`src/shared/idio_pkg.sv`:
```
// Package for the instrument digital I/O port: modes, timing, carriers
`default_nettype none
package idio_pkg;
    localparam int NUM_PINS = 7;
    // Pin modes
    typedef enum logic [1:0] {
        IDIO_MODE_DEFAULT = 2'h0,
        IDIO_MODE_INPUT   = 2'h1,
        IDIO_MODE_OUTPUT  = 2'h2,
        IDIO_MODE_PWM     = 2'h3
    } idio_mode_type;
    localparam idio_mode_type RESET_MODE   = IDIO_MODE_DEFAULT;
    localparam logic          RESET_INVERT = 1'b0;
    // Pin numbers (zero based) of default functions
    localparam int PIN_PROT_CLEAR = 0;
    localparam int PIN_PROT_IND   = 1;
    localparam int PIN_ONOFF_IND  = 2;
    localparam int PIN_TRIGGER    = 3;
    localparam int PIN_INHIBIT    = 4;
    localparam int PIN_SYNC_ON    = 5;
    localparam int PIN_SYNC_OFF   = 6;
    // Timing
    localparam int CLK_PERIOD_NS  = 10;
    localparam int PULSE_MIN_US   = 30;
    localparam int PULSE_CYCLES   =
        (PULSE_MIN_US * 1000 + CLK_PERIOD_NS - 1) / CLK_PERIOD_NS;
    localparam int CNT_W          = 12;
    localparam int PWM_W          = 24;
    // Per-pin configuration
    typedef struct packed {
        idio_mode_type      mode;
        logic               invert;
        logic               out_true;
        logic [PWM_W-1:0]   pwm_period;
        logic [PWM_W-1:0]   pwm_low;
    } idio_cfg_type;
    // Instrument status fed to the port
    typedef struct packed {
        logic protection;
        logic output_on;
        logic ext_trig_sel;
        logic sync_on_req;
        logic sync_off_req;
    } idio_stat_type;
    // Events and levels sent to the instrument
    typedef struct packed {
        logic prot_clear;
        logic trigger;
        logic inhibit;
        logic sync_on;
        logic sync_off;
    } idio_evt_type;
endpackage
`default_nettype wire

```
`src/verilog/idio_port.sv`:
```
// Seven-pin configurable digital I/O port of the instrument
`timescale 1ns/100ps
`default_nettype none

// What this block does
// - Each pin selects default, input, output or PWM
// - All pins share identical general I/O logic
// - Pulses are active low, falling edge first
// - Pulses stay low at least 30 us
// - Output true drives low, false drives high
// - Input mode samples and reports pin level
// - PWM uses per-pin period and duty settings
// - Duty sets low fraction of each period
// - Normal polarity keeps default active level
// - Invert complements level for input and output
// - Inhibit pin active high disables output
// - Pin 1 pulse clears active protection
// - Pin 1 pulses when output turns on without protection
// - Pin 2 reflects protection state
// - Pin 6 pulse switches linked outputs on
// - Pin 7 pulse switches linked outputs off
// - Pin 5 turns output off in emergency
// - Protection pin high when free, low protected
// - Status pin high off, low on
// - Pin 4 pulse triggers when external selected
module idio_port (
    // Clock and reset
    input  wire logic                   i_clk,
    input  wire logic                   i_rst_b,
    // Configuration per pin
    input  wire idio_pkg::idio_cfg_type i_cfg [idio_pkg::NUM_PINS],
    input  wire logic                   i_cfg_load,
    // Instrument status
    input  wire idio_pkg::idio_stat_type i_stat,
    // Pins
    input  wire logic [6:0]             i_pin,
    output var  logic [6:0]             o_pin,
    output var  logic [6:0]             o_pin_oe_b,
    // Results to the instrument
    output var  logic [6:0]             o_in_level,
    output var  idio_pkg::idio_evt_type o_evt
);
    import idio_pkg::*;

    //------------------------------------------------------------------
    // Configuration storage
    //------------------------------------------------------------------
    // Stored configuration
    idio_cfg_type  cfg [NUM_PINS];
    // Turn-on edge detection
    logic          prev_on;
    logic          next_prev_on;
    logic          on_edge;
    logic          on_rise;
    // Per-pin vectors between stages
    logic [6:0]    pulse_req;
    logic [6:0]    in_valid;
    logic [6:0]    in_active;
    logic [6:0]    drive_level;
    logic [6:0]    drive_en;

    // Whole table copied on each clock while load is high
    // Latch configuration; reset gives default function, normal
    always_ff @(posedge i_clk or negedge i_rst_b) begin
        if (!i_rst_b) begin
            for (int k = 0; k < NUM_PINS; k++) begin
                cfg[k] <= '0;
            end
        end else if (i_cfg_load) begin
            cfg <= i_cfg;
        end
    end

    //------------------------------------------------------------------
    // Status edge and pulse requests
    //------------------------------------------------------------------
    // Output turn-on edge detect
    always_ff @(posedge i_clk or negedge i_rst_b) begin
        if (!i_rst_b) begin
            prev_on <= 1'b0;
        end else begin
            prev_on <= next_prev_on;
        end
    end
    assign next_prev_on = i_stat.output_on;
    assign on_edge      = i_stat.output_on & ~prev_on;
    // Turn-on pulse only when protection is clear at the turn-on edge
    assign on_rise      = on_edge & ~i_stat.protection;

    // Which default-function pins emit a pulse this cycle
    assign pulse_req[PIN_PROT_CLEAR] = on_rise;
    // Level pins and input pins never request a pulse
    assign pulse_req[PIN_PROT_IND]   = 1'b0;
    assign pulse_req[PIN_ONOFF_IND]  = 1'b0;
    assign pulse_req[PIN_TRIGGER]    = 1'b0;
    assign pulse_req[PIN_INHIBIT]    = 1'b0;
    assign pulse_req[PIN_SYNC_ON]    = i_stat.sync_on_req;
    assign pulse_req[PIN_SYNC_OFF]   = i_stat.sync_off_req;

    //------------------------------------------------------------------
    // Per-pin logic, identical for every pin except the default-function drive
    //------------------------------------------------------------------
    genvar g;
    generate
        for (g = 0; g < NUM_PINS; g++) begin : g_pin
            // Low-width counter runs on the synchronised level after polarity, in every mode
            // Input side
            logic             sync1;
            logic             sync2;
            logic             next_sync2;
            logic             lvl;
            logic [CNT_W-1:0] low_cnt;
            logic [CNT_W-1:0] next_low_cnt;
            logic             taken;
            logic             next_taken;
            logic             fire;
            logic             low_full;
            logic             low_last;
            logic             own_busy;
            logic             next_own_busy;

            // Output side
            logic [CNT_W-1:0] out_cnt;
            logic [CNT_W-1:0] next_out_cnt;
            logic             req_load;
            logic             out_busy;
            logic [PWM_W-1:0] pwm_cnt;
            logic [PWM_W-1:0] next_pwm_cnt;
            logic [PWM_W-1:0] pwm_step;
            logic             pwm_wrap;
            logic             pwm_low;
            logic             pulse_low;

            // Drive selection
            logic             dflt_low;
            logic             dflt_out;
            logic             act_low;
            logic             drv;
            logic             en;

            // Mode decode
            idio_mode_type    md;
            logic             is_dflt;
            logic             is_out;
            logic             is_pwm;

            //----------------------------------------------------------
            // Mode decode
            //----------------------------------------------------------
            assign md = cfg[g].mode;

            // One wire per mode that matters here
            assign is_dflt = (md == IDIO_MODE_DEFAULT);
            assign is_out  = (md == IDIO_MODE_OUTPUT);
            assign is_pwm  = (md == IDIO_MODE_PWM);

            //----------------------------------------------------------
            // Input qualification
            //----------------------------------------------------------
            // Two-stage synchroniser
            always_ff @(posedge i_clk or negedge i_rst_b) begin
                if (!i_rst_b) begin
                    sync1 <= 1'b1;
                    sync2 <= 1'b1;
                end else begin
                    sync1 <= i_pin[g];
                    sync2 <= next_sync2;
                end
            end
            assign next_sync2 = sync1;

            // Level after polarity; active when low in normal polarity
            assign lvl = sync2 ^ cfg[g].invert;
            // One bit per pin for the instrument
            assign in_active[g] = ~lvl;

            // Counter saturates once the full width is seen
            assign low_full = (low_cnt == CNT_W'(PULSE_CYCLES));
            // Last sample that completes the minimum width
            assign low_last = (low_cnt == CNT_W'(PULSE_CYCLES - 1));

            // Low-width counter qualifies an input pulse
            assign next_low_cnt = lvl ? '0 :
                low_full ? low_cnt :
                low_cnt + CNT_W'(1);
            always_ff @(posedge i_clk or negedge i_rst_b) begin
                if (!i_rst_b) begin
                    low_cnt <= '0;
                end else begin
                    low_cnt <= next_low_cnt;
                end
            end

            // Falling edge first, then the width, then one event
            assign fire = low_last & ~lvl & ~taken;
            // Rearms when the wire goes inactive
            assign next_taken = lvl ? 1'b0 : (taken | fire);
            always_ff @(posedge i_clk or negedge i_rst_b) begin
                if (!i_rst_b) begin
                    taken <= 1'b0;
                end else begin
                    taken <= next_taken;
                end
            end

            //----------------------------------------------------------
            // Own-drive memory
            //----------------------------------------------------------
            // Set while this pin drives, cleared once inactive again
            assign next_own_busy = drive_en[g] ? 1'b1 :
                lvl ? 1'b0 : own_busy;
            always_ff @(posedge i_clk or negedge i_rst_b) begin
                if (!i_rst_b) begin
                    own_busy <= 1'b0;
                end else begin
                    own_busy <= next_own_busy;
                end
            end

            // Pulse events only in default mode, never from own drive
            assign in_valid[g] = fire & ~drive_en[g] & ~own_busy &
                is_dflt;

            //----------------------------------------------------------
            // Output pulse and PWM
            //----------------------------------------------------------
            // A request in default mode reloads the full width
            assign req_load = pulse_req[g] & is_dflt;
            // Stretcher still counting down
            assign out_busy = (out_cnt != '0);

            // Output pulse stretcher, low for the full width
            assign next_out_cnt = req_load ? CNT_W'(PULSE_CYCLES) :
                out_busy ? out_cnt - CNT_W'(1) : out_cnt;
            assign pulse_low = out_busy;
            always_ff @(posedge i_clk or negedge i_rst_b) begin
                if (!i_rst_b) begin
                    out_cnt <= '0;
                end else begin
                    out_cnt <= next_out_cnt;
                end
            end

            // Next PWM count and end of period
            assign pwm_step = pwm_cnt + PWM_W'(1);
            assign pwm_wrap = (pwm_step >= cfg[g].pwm_period);

            // PWM counter: low for the first pwm_low cycles
            assign next_pwm_cnt = (~is_pwm | pwm_wrap) ? '0 :
                pwm_step;
            assign pwm_low = (pwm_cnt < cfg[g].pwm_low);
            always_ff @(posedge i_clk or negedge i_rst_b) begin
                if (!i_rst_b) begin
                    pwm_cnt <= '0;
                end else begin
                    pwm_cnt <= next_pwm_cnt;
                end
            end

            //----------------------------------------------------------
            // Pin drive
            //----------------------------------------------------------
            // Default-function drive: level pins and pulse pins
            if (g == PIN_PROT_IND) begin : g_prot
                assign dflt_out = 1'b1;
                assign dflt_low = i_stat.protection;
            end else if (g == PIN_ONOFF_IND) begin : g_onoff
                assign dflt_out = 1'b1;
                assign dflt_low = i_stat.output_on;
            end else if (g == PIN_PROT_CLEAR || g == PIN_SYNC_ON ||
                         g == PIN_SYNC_OFF) begin : g_pulse
                assign dflt_out = pulse_low;
                assign dflt_low = pulse_low;
            end else begin : g_in
                assign dflt_out = 1'b0;
                assign dflt_low = 1'b0;
            end

            // Mode selection of the active-low request
            assign act_low = is_out ? cfg[g].out_true :
                is_pwm ? pwm_low : dflt_low;
            // Input mode never drives the wire
            assign en = is_out | is_pwm | (is_dflt & dflt_out);
            // Polarity applied last, on the wire level
            assign drv = ~act_low ^ cfg[g].invert;
            // Handed to the registered outputs
            assign drive_level[g] = drv;
            assign drive_en[g]    = en;
        end
    endgenerate

    //------------------------------------------------------------------
    // Event assembly
    //------------------------------------------------------------------
    idio_evt_type  next_evt;

    // Clear and trigger events gated by instrument state; sync events are not
    assign next_evt.prot_clear = in_valid[PIN_PROT_CLEAR] &
        i_stat.protection;
    assign next_evt.trigger    = in_valid[PIN_TRIGGER] &
        i_stat.ext_trig_sel;
    // Inhibit is a level: high in normal polarity
    assign next_evt.inhibit    = ~in_active[PIN_INHIBIT] &
        (cfg[PIN_INHIBIT].mode == IDIO_MODE_DEFAULT);
    assign next_evt.sync_on    = in_valid[PIN_SYNC_ON];
    assign next_evt.sync_off   = in_valid[PIN_SYNC_OFF];

    //------------------------------------------------------------------
    // Registered outputs
    //------------------------------------------------------------------
    // Pin drive and enable
    always_ff @(posedge i_clk or negedge i_rst_b) begin
        if (!i_rst_b) begin
            o_pin      <= 7'h7F;
            o_pin_oe_b <= 7'h7F;
        end else begin
            o_pin      <= drive_level;
            o_pin_oe_b <= ~drive_en;
        end
    end

    // Input levels and events
    always_ff @(posedge i_clk or negedge i_rst_b) begin
        if (!i_rst_b) begin
            o_in_level <= 7'h00;
            o_evt      <= '0;
        end else begin
            o_in_level <= in_active;
            o_evt      <= next_evt;
        end
    end

endmodule // idio_port
`default_nettype wire
```
`config.mk`:
```
export PLATFORM = sky130hd
export DESIGN_NAME = idio_port
export DESIGN_NICKNAME = d
export VERILOG_FILES = /design/src/shared/idio_pkg.sv /design/src/verilog/idio_port.sv
export SDC_FILE = /design/constraint.sdc
export NUM_CORES = 1
export LEC_CHECK = 0
export BUFFER_PORTS_ARGS = -buffer_cell sky130_fd_sc_hd__clkbuf_2
export CORE_UTILIZATION = 40
export DETAILED_ROUTE_END_ITERATION = 12
export GPL_ROUTABILITY_DRIVEN = 1
export SLEW_MARGIN = 20
export SYNTH_ARGS = -nofsm -noshare
export SYNTH_HDL_FRONTEND = slang
export SYNTH_SLANG_ARGS = --single-unit
export TNS_END_PERCENT = 20
```
`constraint.sdc`:
```
create_clock -name i_clk -period 4.5 [get_ports i_clk]
set_input_delay 1.35 -clock i_clk [delete_from_list [all_inputs] [get_ports i_clk]]
set_output_delay 1.35 -clock i_clk [all_outputs]
set_load 0.02 [all_outputs]
```
==> impl_metrics.ini <==
[timing]
rsz0062_at_grt = no
max_slew_margin_pct = 35.2
worst_slew_pin_slew_ps = 969
min_period_ps = 3830
slew_viol_final = 0
setup_slack_ps = 673
fin_skew_ps = 29.7
final_hold_viol_count = 0
period_share_pct = 85.0
tns_ps = 0
fmax_ghz = 0.261
holdWs_ps = 341
setup_viol = 0

[synthesis]
synth_area_leaders = dfrtp_1 (45%), ha_1 (12%), o21ai_0 (5.5%)
postSynthAreaPerCell_um2 = 9.58
synth_nets = 4413
synth_common_cells = dfrtp_1 (637), nand2_1 (484), inv_1 (425)
yosysMostFrequentCell = dfrtp_1
yosysWarnings = 0
synthCells = 3687
synth_top_cell_area_share_pct = 45.1
ys_seq_area_share_pct = 47.2
ys_ff_latch = 665
ys_async_sr_fraction_pct = 100
netlist_area_mm2 = 0.0353
synth_top_flop_cell = dfrtp_1
yosys.area.top_type = dfrtp_1
synth_edf_count = 0
synth.distinct_cells = 65

[grt]
grt_max_degree = 121
grt_use_total_pct = 19.9
antenna_found_initial = 20
overflow = 0
grt_pass1_vias = 26800
grt_pass1_wl_um = 143000

[detailed_routing]
final_antenna_net_count = 0
vias = 26800
drt_iter0_drc = 1362
drt-wirelength-per-cell_um = 16.6
drc_errors = 0
routed_wl_um = 88500
vias_per_cell = 5.03
first_pass_iters = 5

[layout]
fin_area_mm2 = 0.0417
final_nets = 4834
num-fill-cells = 8253
fin_util_pct = 47.9
syn2layout_area_growth_pct = 18.1
stdcell_count = 5327
drive_gt1_share_pct = 16.1

[worst_hold_path]
whs_endpoint = g_pin[4].sync2
hold_class = reg2reg
holdPathStages = 0
hold_start = g_pin[4].next_sync2

[setup_path]
crit_path_max_fanout = 24
r2r_start = g_pin[5].pwm_cnt[2]
endpoint_kind = flip-flop
r2r_end = g_pin[5].pwm_cnt[17]
required_ps = 4980
crit_path_start_kind = flip-flop
arrival_ps = 4300
r2r_cells = 13
r2r_slack_ps = 670
worstSetupPathType = reg2reg

[power]
p_leak_nw = 20.9
p_comb_share_pct = 11.8
intPower_mw = 11.4
fin_total_pwr_mw = 15.4
p_clk_share_pct = 44.7
powerDensity_mw_per_mm2 = 369
p_sw_share_pct = 25.8
peakVddDrop_uv = 294
seqPwrFrac_pct = 43.6
power_switching_mw = 3.98

[cts]
numCtsBuffers = 81
insertion_delay_ps = 620
cts_buffer_depth = 3
post_cts_buffers = 0
cts-hold-fix-buffers = 0
cts_resized = 0
clkTransAtPathRegs_ps = 60
cts.sinks = 665
cts-root-buf = clkbuf_16
htreeDepth = 3
cts_tree = yes

[floorplanning]
core_mm2 = 0.0872
die_h_um = 299
die-area_mm2 = 0.0895
io_pins = 405
num_rows = 108
start_util_pct = 40.5
die_w_um = 299

[place]
dp.cells = 5180
place_congestion = 0.860
dpl-instance-area_mm2 = 0.0389
port_buffers = 404
hpwl_um = 67300
pre_cts_ws_ps = 725

[job]
drv_cap = 0

[status]
status = finished clean
[power by group through the flow]
stage          Clock, mW  Combinational, mW  Sequential [mW]
5_1_grt             7.33               2.10             6.77
3_5_place_dp           0               1.85             6.82
2_1_floorplan          0               1.08             6.78
3_3_place_gp           0               1.81             6.81
6_report            6.88               1.82             6.71
4_1_cts             7.10               1.86             6.71
[registers in the layout, summed over array words and instances, names as in the netlist]
register / count
g_pin.pwm_cnt: 168
g_pin.low_cnt: 48
o_pin_oe_b: 7
g_pin.sync2: 7
o_evt: 5
prev_on: 1
o_pin: 7
g_pin.out_cnt: 36
g_pin.md: 14
g_pin.taken: 4
o_in_level: 7
cfg: 350
g_pin.own_busy: 4
g_pin.next_sync2: 7
[critical path, cell delays in order (launching register included)]
cell      delay (ps)
dfrtp_1          430
and4_1           300
nand4_1          210
nor2_1           410
nand4_1          180
xnor2_1          170
ha_1             330
nand4_1           90
or2_2            320
or4_1            560
o221ai_1         190
a211o_1          130
buf_4            280
nor3b_1          100
[cell usage in the layout (no fill, tap or decap), types with 109 or more instances in the layout]
cell type,instances
a21oi_1,112
clkbuf_2,402
dfrtp_1,637
ha_1,347
inv_1,425
nand2_1,484
nand3_1,109
nor2_1,160
nor3b_1,120
o21ai_0,388
xnor2_1,139
[kinds of logic after synthesis]
family	Yosys count	share of synthesized area [%]
muxes	43	1.34
xor gates and xnor gates	220	5.45
and+or+nand+nor	1169	16.4
buffers and inverters	542	5.80
AOI/OAI and AO/OA	701	11.5
adders and majority gates	347	12.3
DFF	665	47.2
[final cells by class]
class | count | area [um2] | area share, %
antenna | 2 | 5.00 | 0.0120
clock buffer | 109 | 2290 | 5.50
clock inverter | 36 | 518 | 1.24
inverter | 425 | 1600 | 3.82
multi-input combinational | 2480 | 16600 | 39.8
sequential | 665 | 16700 | 40.0
tap | 1155 | 1450 | 3.46
timing repair buffer | 455 | 2560 | 6.14
[worst max path at each step]
stage                                   start              endpoint  depth (start not counted)
after floorplan           g_pin[2].pwm_cnt[0]   g_pin[2].pwm_cnt[1]                         14
after global placement    g_pin[2].pwm_cnt[2]  g_pin[2].pwm_cnt[17]                         13
after detailed placement  g_pin[2].pwm_cnt[2]  g_pin[2].pwm_cnt[23]                         13
after CTS                 g_pin[5].pwm_cnt[2]  g_pin[5].pwm_cnt[15]                         13
after global routing      g_pin[2].pwm_cnt[2]  g_pin[2].pwm_cnt[16]                         13
final                     g_pin[5].pwm_cnt[2]  g_pin[5].pwm_cnt[17]                         13
[routing by layer]
layer	track usage [%]	vias up	routed length, um
met2	33.1	507	41800
li1	-	13400	-
met1	25.8	12700	39200
met5	0	-	175
met4	5.71	28	2440
met3	4.64	156	4860
No activity file was read; power rests on OpenSTA's default activity.
